## src/include/iqcap_pkg.sv

```systemverilog
// What this block does
// - Trigger low holds sample counters cleared
// - First edge: write low, addressing blocked, ready high
// - RAM address from registered counter copy
// - Sample clock and bank enables toggle after arming
// - Counter steps 0 to 4095 on sample clock
// - New conversion; previous byte stored each step
// - Carry stops toggling; clock and enables high
// - Write select rises after last byte written
// - Capture end opens processor addressing
// - Ready low until processor reads sample RAM
// - Odd address read enables quadrature bank
// - Even address read enables in-phase bank
// - Samples are 8-bit two's complement
// - Low byte cleared during sample RAM reads
// - Sequencer runs on the system clock
`default_nettype none
package iqcap_pkg;
  localparam int unsigned    IQCAP_CLK_PERIOD_NS = 40;
  localparam int unsigned    IQCAP_SAMPLE_W      = 8;
  localparam int unsigned    IQCAP_ADDR_W        = 12;
  localparam int unsigned    IQCAP_DEPTH         = 4096;
  localparam int unsigned    IQCAP_STAGE_W       = 4;
  localparam int unsigned    IQCAP_STAGES        = 3;
  localparam logic [11:0]    IQCAP_ADDR_FIRST    = 12'h0000;
  localparam logic [11:0]    IQCAP_ADDR_LAST     = 12'h0fff;
  localparam logic [7:0]     IQCAP_SAMPLE_MIN    = 8'h80;
  localparam logic [7:0]     IQCAP_SAMPLE_MAX    = 8'h7f;
  localparam logic [7:0]     IQCAP_SAMPLE_RESET  = 8'h00;
  localparam logic           IQCAP_WRSEL_RESET   = 1'b1;
  localparam logic           IQCAP_HOSTEN_RESET  = 1'b0;
  localparam logic           IQCAP_READY_RESET   = 1'b1;
  localparam logic           IQCAP_SCLK_RESET    = 1'b1;

  typedef enum logic [2:0] {
    IQCAP_ST_IDLE,
    IQCAP_ST_ARMED,
    IQCAP_ST_RUN,
    IQCAP_ST_LAST,
    IQCAP_ST_FLUSH,
    IQCAP_ST_DONE
  } iqcap_state_e;
endpackage
`default_nettype wire

```

## src/include/iqcap_count_if.sv

```systemverilog
`default_nettype none
interface iqcap_count_if;
  logic        clear;
  logic        step;
  logic [11:0] count;
  logic        carry;

  modport ctl (output clear, output step, input count, input carry);
  modport cnt (input clear, input step, output count, output carry);
endinterface
`default_nettype wire

```

## src/iqcap_sample_counter.sv

```systemverilog
`default_nettype none
module iqcap_sample_counter (
  input  wire logic      mclk_in,
  input  wire logic      reset_n_in,
  iqcap_count_if.cnt     cnt_if
);
  localparam int unsigned SW = iqcap_pkg::IQCAP_STAGE_W;

  logic [11:0] count;
  logic [11:0] next_count;
  logic [3:0]  stage_en;

  assign stage_en[0] = cnt_if.step;

  // Cascaded stages, each ripples its carry into the next
  genvar g;
  generate
    for (g = 0; g < iqcap_pkg::IQCAP_STAGES; g++) begin : g_stage
      wire logic [SW-1:0] slice = count[g*SW +: SW];
      assign stage_en[g+1] = stage_en[g] & (&slice);
      assign next_count[g*SW +: SW] = cnt_if.clear ? '0
                                    : (stage_en[g] ? SW'(slice + 1'b1) : slice);
    end
  endgenerate

  always_ff @(posedge mclk_in or negedge reset_n_in) begin
    if (!reset_n_in) begin
      count <= iqcap_pkg::IQCAP_ADDR_FIRST;
    end else begin
      count <= next_count;
    end
  end

  assign cnt_if.count = count;
  assign cnt_if.carry = (count == iqcap_pkg::IQCAP_ADDR_LAST);
endmodule // iqcap_sample_counter
`default_nettype wire

```

## src/iqcap_sequencer.sv

```systemverilog
`default_nettype none
module iqcap_sequencer (
  input  wire logic       mclk_in,
  input  wire logic       reset_n_in,
  input  wire logic       capture_trigger_n_in,
  input  wire logic [7:0] adc_inphase_in,
  input  wire logic [7:0] adc_quadrature_in,
  input  wire logic       host_addr_a15_in,
  input  wire logic       host_addr_a14_in,
  input  wire logic       host_addr_a0_in,
  input  wire logic       data_space_select_n_in,
  input  wire logic       external_cycle_strobe_n_in,
  output logic            sample_clock_out,
  output logic            inphase_bank_enable_n_out,
  output logic            quadrature_bank_enable_n_out,
  output logic            sample_write_select_n_out,
  output logic            host_address_enable_out,
  output logic            capture_ready_n_out,
  output logic            low_byte_clear_out,
  output logic            counter_terminal_carry_out,
  output logic [11:0]     ram_address_out,
  output logic [7:0]      ram_inphase_data_out,
  output logic [7:0]      ram_quadrature_data_out
);
  iqcap_count_if cnt_if ();

  iqcap_sample_counter u_counter (
    .mclk_in    (mclk_in),
    .reset_n_in (reset_n_in),
    .cnt_if     (cnt_if)
  );

  // Pin synchronisers; the first stage feeds only the second
  logic       capture_trigger_n_meta;
  logic       capture_trigger_n_sync;
  logic [4:0] bus_meta;
  logic [4:0] bus_sync;
  logic [7:0] adc_i_meta;
  logic [7:0] adc_i_sync;
  logic [7:0] adc_q_meta;
  logic [7:0] adc_q_sync;

  always_ff @(posedge mclk_in or negedge reset_n_in) begin
    if (!reset_n_in) begin
      capture_trigger_n_meta  <= 1'b1;
      capture_trigger_n_sync  <= 1'b1;
      bus_meta   <= 5'h03;
      bus_sync   <= 5'h03;
      adc_i_meta <= iqcap_pkg::IQCAP_SAMPLE_RESET;
      adc_i_sync <= iqcap_pkg::IQCAP_SAMPLE_RESET;
      adc_q_meta <= iqcap_pkg::IQCAP_SAMPLE_RESET;
      adc_q_sync <= iqcap_pkg::IQCAP_SAMPLE_RESET;
    end else begin
      capture_trigger_n_meta  <= capture_trigger_n_in;
      capture_trigger_n_sync  <= capture_trigger_n_meta;
      bus_meta   <= {host_addr_a15_in, host_addr_a14_in, host_addr_a0_in,
                     data_space_select_n_in, external_cycle_strobe_n_in};
      bus_sync   <= bus_meta;
      adc_i_meta <= adc_inphase_in;
      adc_i_sync <= adc_i_meta;
      adc_q_meta <= adc_quadrature_in;
      adc_q_sync <= adc_q_meta;
    end
  end

  iqcap_pkg::iqcap_state_e state;
  iqcap_pkg::iqcap_state_e next_state;

  logic       sample_clock;
  logic       write_sel_n;
  logic       host_en;
  logic       ready_n;
  logic [7:0] conv_i;
  logic [7:0] conv_q;
  logic       next_sample_clock;
  logic       next_write_sel_n;
  logic       next_host_en;
  logic       next_ready_n;

  // Processor read decode
  wire logic a15       = bus_sync[4];
  wire logic a14       = bus_sync[3];
  wire logic a0        = bus_sync[2];
  wire logic ds_n      = bus_sync[1];
  wire logic external_cycle_strobe_n_n    = bus_sync[0];
  wire logic read_hit  = a15 & ~a14 & ~ds_n & ~external_cycle_strobe_n_n;
  wire logic in_done   = (state == iqcap_pkg::IQCAP_ST_DONE);
  wire logic read_q    = in_done & read_hit & a0;
  wire logic read_i    = in_done & read_hit & ~a0;
  wire logic toggling  = (state == iqcap_pkg::IQCAP_ST_ARMED) |
                         (state == iqcap_pkg::IQCAP_ST_RUN);
  // Sample clock about to rise: one sample per two system clocks
  wire logic step_rise = toggling & ~sample_clock;
  wire logic capturing = (next_state != iqcap_pkg::IQCAP_ST_IDLE) &
                         (next_state != iqcap_pkg::IQCAP_ST_DONE);

  assign cnt_if.clear = ~capture_trigger_n_sync;
  assign cnt_if.step  = step_rise & (state == iqcap_pkg::IQCAP_ST_RUN);

  always_comb begin
    next_state = state;
    case (state)
      iqcap_pkg::IQCAP_ST_IDLE:  next_state = state;
      iqcap_pkg::IQCAP_ST_ARMED: begin
        if (capture_trigger_n_sync) begin
          next_state = iqcap_pkg::IQCAP_ST_RUN;
        end
      end
      iqcap_pkg::IQCAP_ST_RUN: begin
        if (step_rise && cnt_if.carry) begin
          next_state = iqcap_pkg::IQCAP_ST_LAST;
        end
      end
      iqcap_pkg::IQCAP_ST_LAST:  next_state = iqcap_pkg::IQCAP_ST_FLUSH;
      iqcap_pkg::IQCAP_ST_FLUSH: next_state = iqcap_pkg::IQCAP_ST_DONE;
      iqcap_pkg::IQCAP_ST_DONE:  next_state = state;
      default:                   next_state = iqcap_pkg::IQCAP_ST_IDLE;
    endcase
    // A new trigger restarts from any state
    if (!capture_trigger_n_sync) begin
      next_state = iqcap_pkg::IQCAP_ST_ARMED;
    end
  end

  // Only the flush cycle drops the clock after the carry, for the last write
  assign next_sample_clock = toggling ? ~sample_clock
                           : (state != iqcap_pkg::IQCAP_ST_LAST);
  assign next_write_sel_n  = ~capturing;
  assign next_host_en      = capturing;
  // Trigger forces ready high; a read in the done state also releases it
  assign next_ready_n      = (next_state == iqcap_pkg::IQCAP_ST_ARMED) ? 1'b1
                           : (state == iqcap_pkg::IQCAP_ST_FLUSH) ? 1'b0
                           : (in_done && read_hit) ? 1'b1
                           : ready_n;

  always_ff @(posedge mclk_in or negedge reset_n_in) begin
    if (!reset_n_in) begin
      state        <= iqcap_pkg::IQCAP_ST_IDLE;
      sample_clock <= iqcap_pkg::IQCAP_SCLK_RESET;
      write_sel_n  <= iqcap_pkg::IQCAP_WRSEL_RESET;
      host_en      <= iqcap_pkg::IQCAP_HOSTEN_RESET;
      ready_n      <= iqcap_pkg::IQCAP_READY_RESET;
    end else begin
      // Every register in this block runs straight off the system clock, no enable; the pipeline below steps on step_rise
      state        <= next_state;
      sample_clock <= next_sample_clock;
      write_sel_n  <= next_write_sel_n;
      host_en      <= next_host_en;
      ready_n      <= next_ready_n;
    end
  end

  // One-deep pipeline: latch new conversion, present previous one for write
  always_ff @(posedge mclk_in or negedge reset_n_in) begin
    if (!reset_n_in) begin
      conv_i                  <= iqcap_pkg::IQCAP_SAMPLE_RESET;
      conv_q                  <= iqcap_pkg::IQCAP_SAMPLE_RESET;
      ram_inphase_data_out    <= iqcap_pkg::IQCAP_SAMPLE_RESET;
      ram_quadrature_data_out <= iqcap_pkg::IQCAP_SAMPLE_RESET;
      ram_address_out         <= iqcap_pkg::IQCAP_ADDR_FIRST;
    end else if (step_rise) begin
      conv_i                  <= adc_i_sync;
      conv_q                  <= adc_q_sync;
      ram_inphase_data_out    <= conv_i;
      ram_quadrature_data_out <= conv_q;
      ram_address_out         <= cnt_if.count;
    end
  end

  // Bank enables follow the sample clock while writing, decode while reading
  assign inphase_bank_enable_n_out    = in_done ? ~read_i : sample_clock;
  assign quadrature_bank_enable_n_out = in_done ? ~read_q : sample_clock;
  assign low_byte_clear_out           = read_i | read_q;
  assign sample_clock_out             = sample_clock;
  assign sample_write_select_n_out    = write_sel_n;
  assign host_address_enable_out      = host_en;
  assign capture_ready_n_out          = ready_n;
  assign counter_terminal_carry_out   = cnt_if.carry;

  // Checks
  property p_clear_on_trigger;
    @(posedge mclk_in) disable iff (!reset_n_in)
      !capture_trigger_n_sync |=> (cnt_if.count == iqcap_pkg::IQCAP_ADDR_FIRST);
  endproperty
  a_clear_on_trigger: assert property (p_clear_on_trigger)
    else $error("counter not cleared while trigger low");

  property p_arm_outputs;
    @(posedge mclk_in) disable iff (!reset_n_in)
      !capture_trigger_n_sync |=> (!sample_write_select_n_out && host_address_enable_out
                      && capture_ready_n_out);
  endproperty
  a_arm_outputs: assert property (p_arm_outputs)
    else $error("arming outputs wrong after trigger");

  property p_addr_copy;
    @(posedge mclk_in) disable iff (!reset_n_in)
      step_rise |=> (ram_address_out == $past(cnt_if.count));
  endproperty
  a_addr_copy: assert property (p_addr_copy)
    else $error("ram address not registered counter copy");

  property p_toggle;
    @(posedge mclk_in) disable iff (!reset_n_in)
      (state == iqcap_pkg::IQCAP_ST_RUN) ##1 (state == iqcap_pkg::IQCAP_ST_RUN)
        |-> (sample_clock_out != $past(sample_clock_out))
            && (inphase_bank_enable_n_out == sample_clock_out);
  endproperty
  a_toggle: assert property (p_toggle)
    else $error("sample clock not toggling in run");

  property p_count_step;
    @(posedge mclk_in) disable iff (!reset_n_in)
      (cnt_if.step && !cnt_if.carry && capture_trigger_n_sync)
        |=> (cnt_if.count == 12'($past(cnt_if.count) + 1'b1));
  endproperty
  a_count_step: assert property (p_count_step)
    else $error("counter did not step by one");

  property p_pipeline;
    @(posedge mclk_in) disable iff (!reset_n_in)
      step_rise ##2 step_rise |=> (ram_inphase_data_out == $past(adc_i_sync, 3))
                                  && (ram_quadrature_data_out == $past(adc_q_sync, 3));
  endproperty
  a_pipeline: assert property (p_pipeline)
    else $error("stored byte is not previous conversion");

  property p_stop_high;
    @(posedge mclk_in) disable iff (!reset_n_in)
      (state == iqcap_pkg::IQCAP_ST_RUN && step_rise && cnt_if.carry && capture_trigger_n_sync)
        |=> sample_clock_out ##1 !sample_clock_out ##1 sample_clock_out [*3];
  endproperty
  a_stop_high: assert property (p_stop_high)
    else $error("sample clock not held high after carry");

  property p_write_release;
    @(posedge mclk_in) disable iff (!reset_n_in)
      $rose(sample_write_select_n_out)
        |-> ($past(state) == iqcap_pkg::IQCAP_ST_FLUSH) && !host_address_enable_out
            && !capture_ready_n_out;
  endproperty
  a_write_release: assert property (p_write_release)
    else $error("write select rose before final write");

  property p_host_open;
    @(posedge mclk_in) disable iff (!reset_n_in)
      (state == iqcap_pkg::IQCAP_ST_DONE) |-> !host_address_enable_out;
  endproperty
  a_host_open: assert property (p_host_open)
    else $error("processor addressing still blocked");

  property p_ready_hold;
    @(posedge mclk_in) disable iff (!reset_n_in)
      (in_done && !capture_ready_n_out && !read_hit && capture_trigger_n_sync)
        |=> !capture_ready_n_out;
  endproperty
  a_ready_hold: assert property (p_ready_hold)
    else $error("ready released without a read");

  property p_ready_release;
    @(posedge mclk_in) disable iff (!reset_n_in)
      (in_done && read_hit) |=> capture_ready_n_out;
  endproperty
  a_ready_release: assert property (p_ready_release)
    else $error("ready not released after read");

  property p_bank_decode;
    @(posedge mclk_in) disable iff (!reset_n_in)
      in_done |-> (quadrature_bank_enable_n_out == !(a15 && a0 && !a14 && !ds_n && !external_cycle_strobe_n_n))
              && (inphase_bank_enable_n_out == !(a15 && !a0 && !a14 && !ds_n && !external_cycle_strobe_n_n))
              && (low_byte_clear_out == !(inphase_bank_enable_n_out
                                          && quadrature_bank_enable_n_out));
  endproperty
  a_bank_decode: assert property (p_bank_decode)
    else $error("bank read decode wrong");

  property p_idle;
    @(posedge mclk_in) disable iff (!reset_n_in)
      (state == iqcap_pkg::IQCAP_ST_IDLE)
        |-> sample_write_select_n_out && !host_address_enable_out && capture_ready_n_out;
  endproperty
  a_idle: assert property (p_idle)
    else $error("idle outputs wrong");

  c_full_capture: cover property (@(posedge mclk_in) disable iff (!reset_n_in)
    state == iqcap_pkg::IQCAP_ST_FLUSH ##1 state == iqcap_pkg::IQCAP_ST_DONE);
  c_read_q: cover property (@(posedge mclk_in) disable iff (!reset_n_in) read_q);
  c_read_i: cover property (@(posedge mclk_in) disable iff (!reset_n_in) read_i);
  c_retrigger: cover property (@(posedge mclk_in) disable iff (!reset_n_in)
    state == iqcap_pkg::IQCAP_ST_RUN ##1 state == iqcap_pkg::IQCAP_ST_ARMED);
endmodule // iqcap_sequencer
`default_nettype wire

```

## config.mk

```make
export PLATFORM = sky130hd
export DESIGN_NAME = iqcap_sequencer
export DESIGN_NICKNAME = d
export VERILOG_FILES = /design/src/include/iqcap_pkg.sv /design/src/include/iqcap_count_if.sv /design/src/iqcap_sample_counter.sv /design/src/iqcap_sequencer.sv
export SDC_FILE = /design/constraint.sdc
export NUM_CORES = 1
export LEC_CHECK = 0
export ABC_CLOCK_PERIOD_IN_PS = 2550
export BUFFER_PORTS_ARGS = -buffer_cell sky130_fd_sc_hd__buf_2
export CORE_MARGIN = 2
export CORE_UTILIZATION = 35
export CTS_CLUSTER_DIAMETER = 120
export DETAILED_ROUTE_END_ITERATION = 10
export GPL_ROUTABILITY_DRIVEN = 0
export GPL_TIMING_DRIVEN = 0
export PLACE_DENSITY = 0.55
export SKIP_CTS_REPAIR_TIMING = 1
export SYNTH_ARGS = -nofsm -noshare
export SYNTH_HDL_FRONTEND = slang
export SYNTH_SLANG_ARGS = --single-unit
```

## constraint.sdc

```tcl
create_clock -name mclk_in -period 2.55 [get_ports mclk_in]
set_input_delay 0.255 -clock mclk_in [delete_from_list [all_inputs] [get_ports mclk_in]]
set_output_delay 0.255 -clock mclk_in [all_outputs]
set_load 0.01 [all_outputs]
```

==> metrics <==
Rows=37; Worst-Skew Late Latency=0.36 ns; pin count of the biggest net entering global routing=56; # port buffers=between 50 and 60; sum of negative setup slack=0 ns; Worst Tran Pin Value=~0.67 ns; via density per instance=4.53; worst reg2reg path depth=5; clock-pin slew on the worst setup and hold paths=0.10 ns; YS warnings=0; crit-path max FO=10; Tcrit/Tclk final=81.0%; CTS tree=built; CTS sink count=approximately 110; leading area contributor after synthesis=dfrtp_1; Initial DRT Pass Iterations=4; vias in the first global route=2,115; Overflow after GRT=0; reg-to-reg endpoint=ram_quadrature_data_out[0]$_DFFE_PN0P_; Final Net Count=362; RSZ-0062 raised after global routing=false; worst setup path class=flop to output pin; R2R Path Start=state[0]$_DFF_PN0_; Die W=107 µm; Total GRT Usage=11.9%; Cells after Synth=241; dpl hpwl=4.04 mm; max-cap violations=0; Final Hold Vio Count=0; WL per Instance=13.2 µm; I/O pins=60; Die Area=11,500 µm²; share of layout cells above drive strength 1=41.5%; fin util=45.2%; area of the mapped netlist=3730 µm²; max-slew violation count=0; reg2reg setup slack=0.49 ns; Post-DRT Antenna Nets=0; clk_skew=0.0124 ns; post-detailed-routing wire length=6.28 mm; Hold Crit Endpoint=capture_trigger_n_sync$_DFF_PN1_; Worst Setup SP=u_counter.cnt_if.count[0]$_DFFE_PN0P_; peak supply drop=0.475 mV; clk buf depth=2; WP data required=2.30 ns; FMAX=484 MHz; final worst slack=0.484 ns; worst hold stages=0; register area share after synthesis=72.0%; outcome=finished, final reports clean; ranking of synthesized cells by area=dfrtp_1, mux2_2, dfstp_2; Cell variety after synth=30; Root Buffer=clkbuf_8; Mean Syn Cell Area=15.5 µm²; via count=2,157; H-tree depth=3; top-area cell type share of the netlist area=65.7%; hold crit path type=flop to flop; Final setup viols=0; CP Launch Type=flop; diode count=0; first-pass GRT wire length=10.6 mm; total core area=10,300 µm²; register area=2690 µm²; Multi-input gate area=962 µm²; worst rel slew slack=55.5%; fin crit period=slightly above 2 ns; Die H=107 µm; initial antenna violation count=0; area delta synth->final=25.0%; pre-CTS setup slack=0.459 ns; CTS buffer count=9; Pleak=2.13 nW; PD cells=867 nW/µm²; DRC viols=0; Yosys reg bits=about 110; hold path start=capture_trigger_n_meta$_DFF_PN1_; syn_nets=268; starting density of the core=36.2%; DRT iter0 DRCs=33; WP data arrival=between 1.5 and 2 ns; # fillers=956; crit end category=output pin
[layer usage]
metal,GRT usage [%],wire (µm)
met5,0,0
met4,3.90,62
met3,4.36,267
met2,18.5,3030
met1,15.5,2920
[logic make-up (layout without fill, tap and decap cells)]
kind of cell | count (synthesis) | after routing | synth area share [%]
AND/OR/NAND/NOR | 41 | 41 | 6.73
buffers and inverters | 18 | 117 | 2.24
flip-flops | 107 | 107 | 72.0
AO/OA/AOI/OAI | 22 | 22 | 3.22
XOR/XNOR | 2 | 2 | 0.469
multiplexers | 48 | 48 | 14.3
adder cells (fa/ha/maj) | 3 | 3 | 1.01
[layout by cell type, fill, tap and decap left out, types with 6 or more instances in the layout]
| master | n |
|---|---|
| o21ai_0 | 6 |
| nand2_1 | 8 |
| a21oi_1 | 12 |
| clkbuf_8 | 10 |
| buf_2 | 65 |
| dfstp_2 | 9 |
| inv_1 | 7 |
| mux2_2 | 44 |
| nand3_1 | 6 |
| dlygate4sd3_1 | 23 |
| dfrtp_1 | 98 |
[per-stage QoR]
step / area, µm² / hold slack (ns) / power, mW / instances
floorplan: 3730 / -0.0406 / 2.70 / 241
global placement: 4200 / 0.332 / 3.00 / 436
detailed placement: 4230 / 0.335 / 3.03 / 437
CTS: 4440 / -0.0842 / 4.12 / 453
global route: 4670 / 0.345 / 4.31 / 476
finish: 4670 / 0.343 / 4.05 / 476
[state kept, by name (all words and copies together), names as in the netlist, 3 cells and up]
signal,count
u_counter.cnt_if.count,12
bus_meta,5
conv_i,8
adc_q_meta,8
adc_q_sync,8
state,3
bus_sync,5
adc_i_sync,8
ram_quadrature_data_out,8
ram_address_out,12
adc_i_meta,8
ram_inphase_data_out,8
conv_q,8
[worst max-delay path, cell delays in order (launching register included)]
cell,delay (ns)
dfrtp_1,0.44
ha_1,0.23
nand3_1,0.13
clkbuf_1,0.37
nor3_1,0.12
buf_2,0.16
[cell usage after synthesis (all sizes together)]
| library cell | count |
|---|---|
| dfstp | 9 |
| nand3b | 1 |
| nor3 | 4 |
| nand2b | 4 |
| ha | 3 |
| a21oi | 12 |
| dfrtp | 98 |
| mux2i | 4 |
| nor4 | 3 |
| clkbuf | 3 |
| and3 | 1 |
| a21o | 1 |
| buf | 8 |
| o21a | 1 |
| nor2 | 3 |
| or4b | 1 |
| o21ai | 6 |
| or3 | 5 |
| o31ai | 2 |
| nor2b | 1 |
| inv | 7 |
| mux2 | 44 |
| nand3 | 6 |
| nand2 | 8 |
| nor4b | 2 |
| or4 | 2 |
| xnor2 | 2 |
[worst max-delay path by stage]
stage                                                  end  cells past startpoint
global placement                   adc_i_meta[5]$_DFF_PN0_                      1
global route        ram_quadrature_data_out[1]$_DFFE_PN0P_                      5
finish                          counter_terminal_carry_out                      5
floorplan           u_counter.cnt_if.count[11]$_DFFE_PN0P_                      6
detailed placement  ram_quadrature_data_out[0]$_DFFE_PN0P_                      5
CTS                 ram_quadrature_data_out[0]$_DFFE_PN0P_                      5
[where the power goes]
part           internal (mW)  switching, mW  leakage (nW)
Combinational          0.456          0.363         0.727
Sequential              2.02          0.150          1.30
Clock                  0.490          0.567         0.107
[area by class of cell]
| class | count | share of cell area (%) |
|---|---|---|
| clock buffers | 10 | 2.95 |
| plain buffers | 11 | 1.23 |
| well taps | 136 | 3.65 |
| inverters | 7 | 0.563 |
| clock inverters | 6 | 1.50 |
| flip-flops and latches | 107 | 57.6 |
| repair buffers | 83 | 11.9 |
| multi-input cells | 116 | 20.6 |
(Power assumes the default switching activity.)
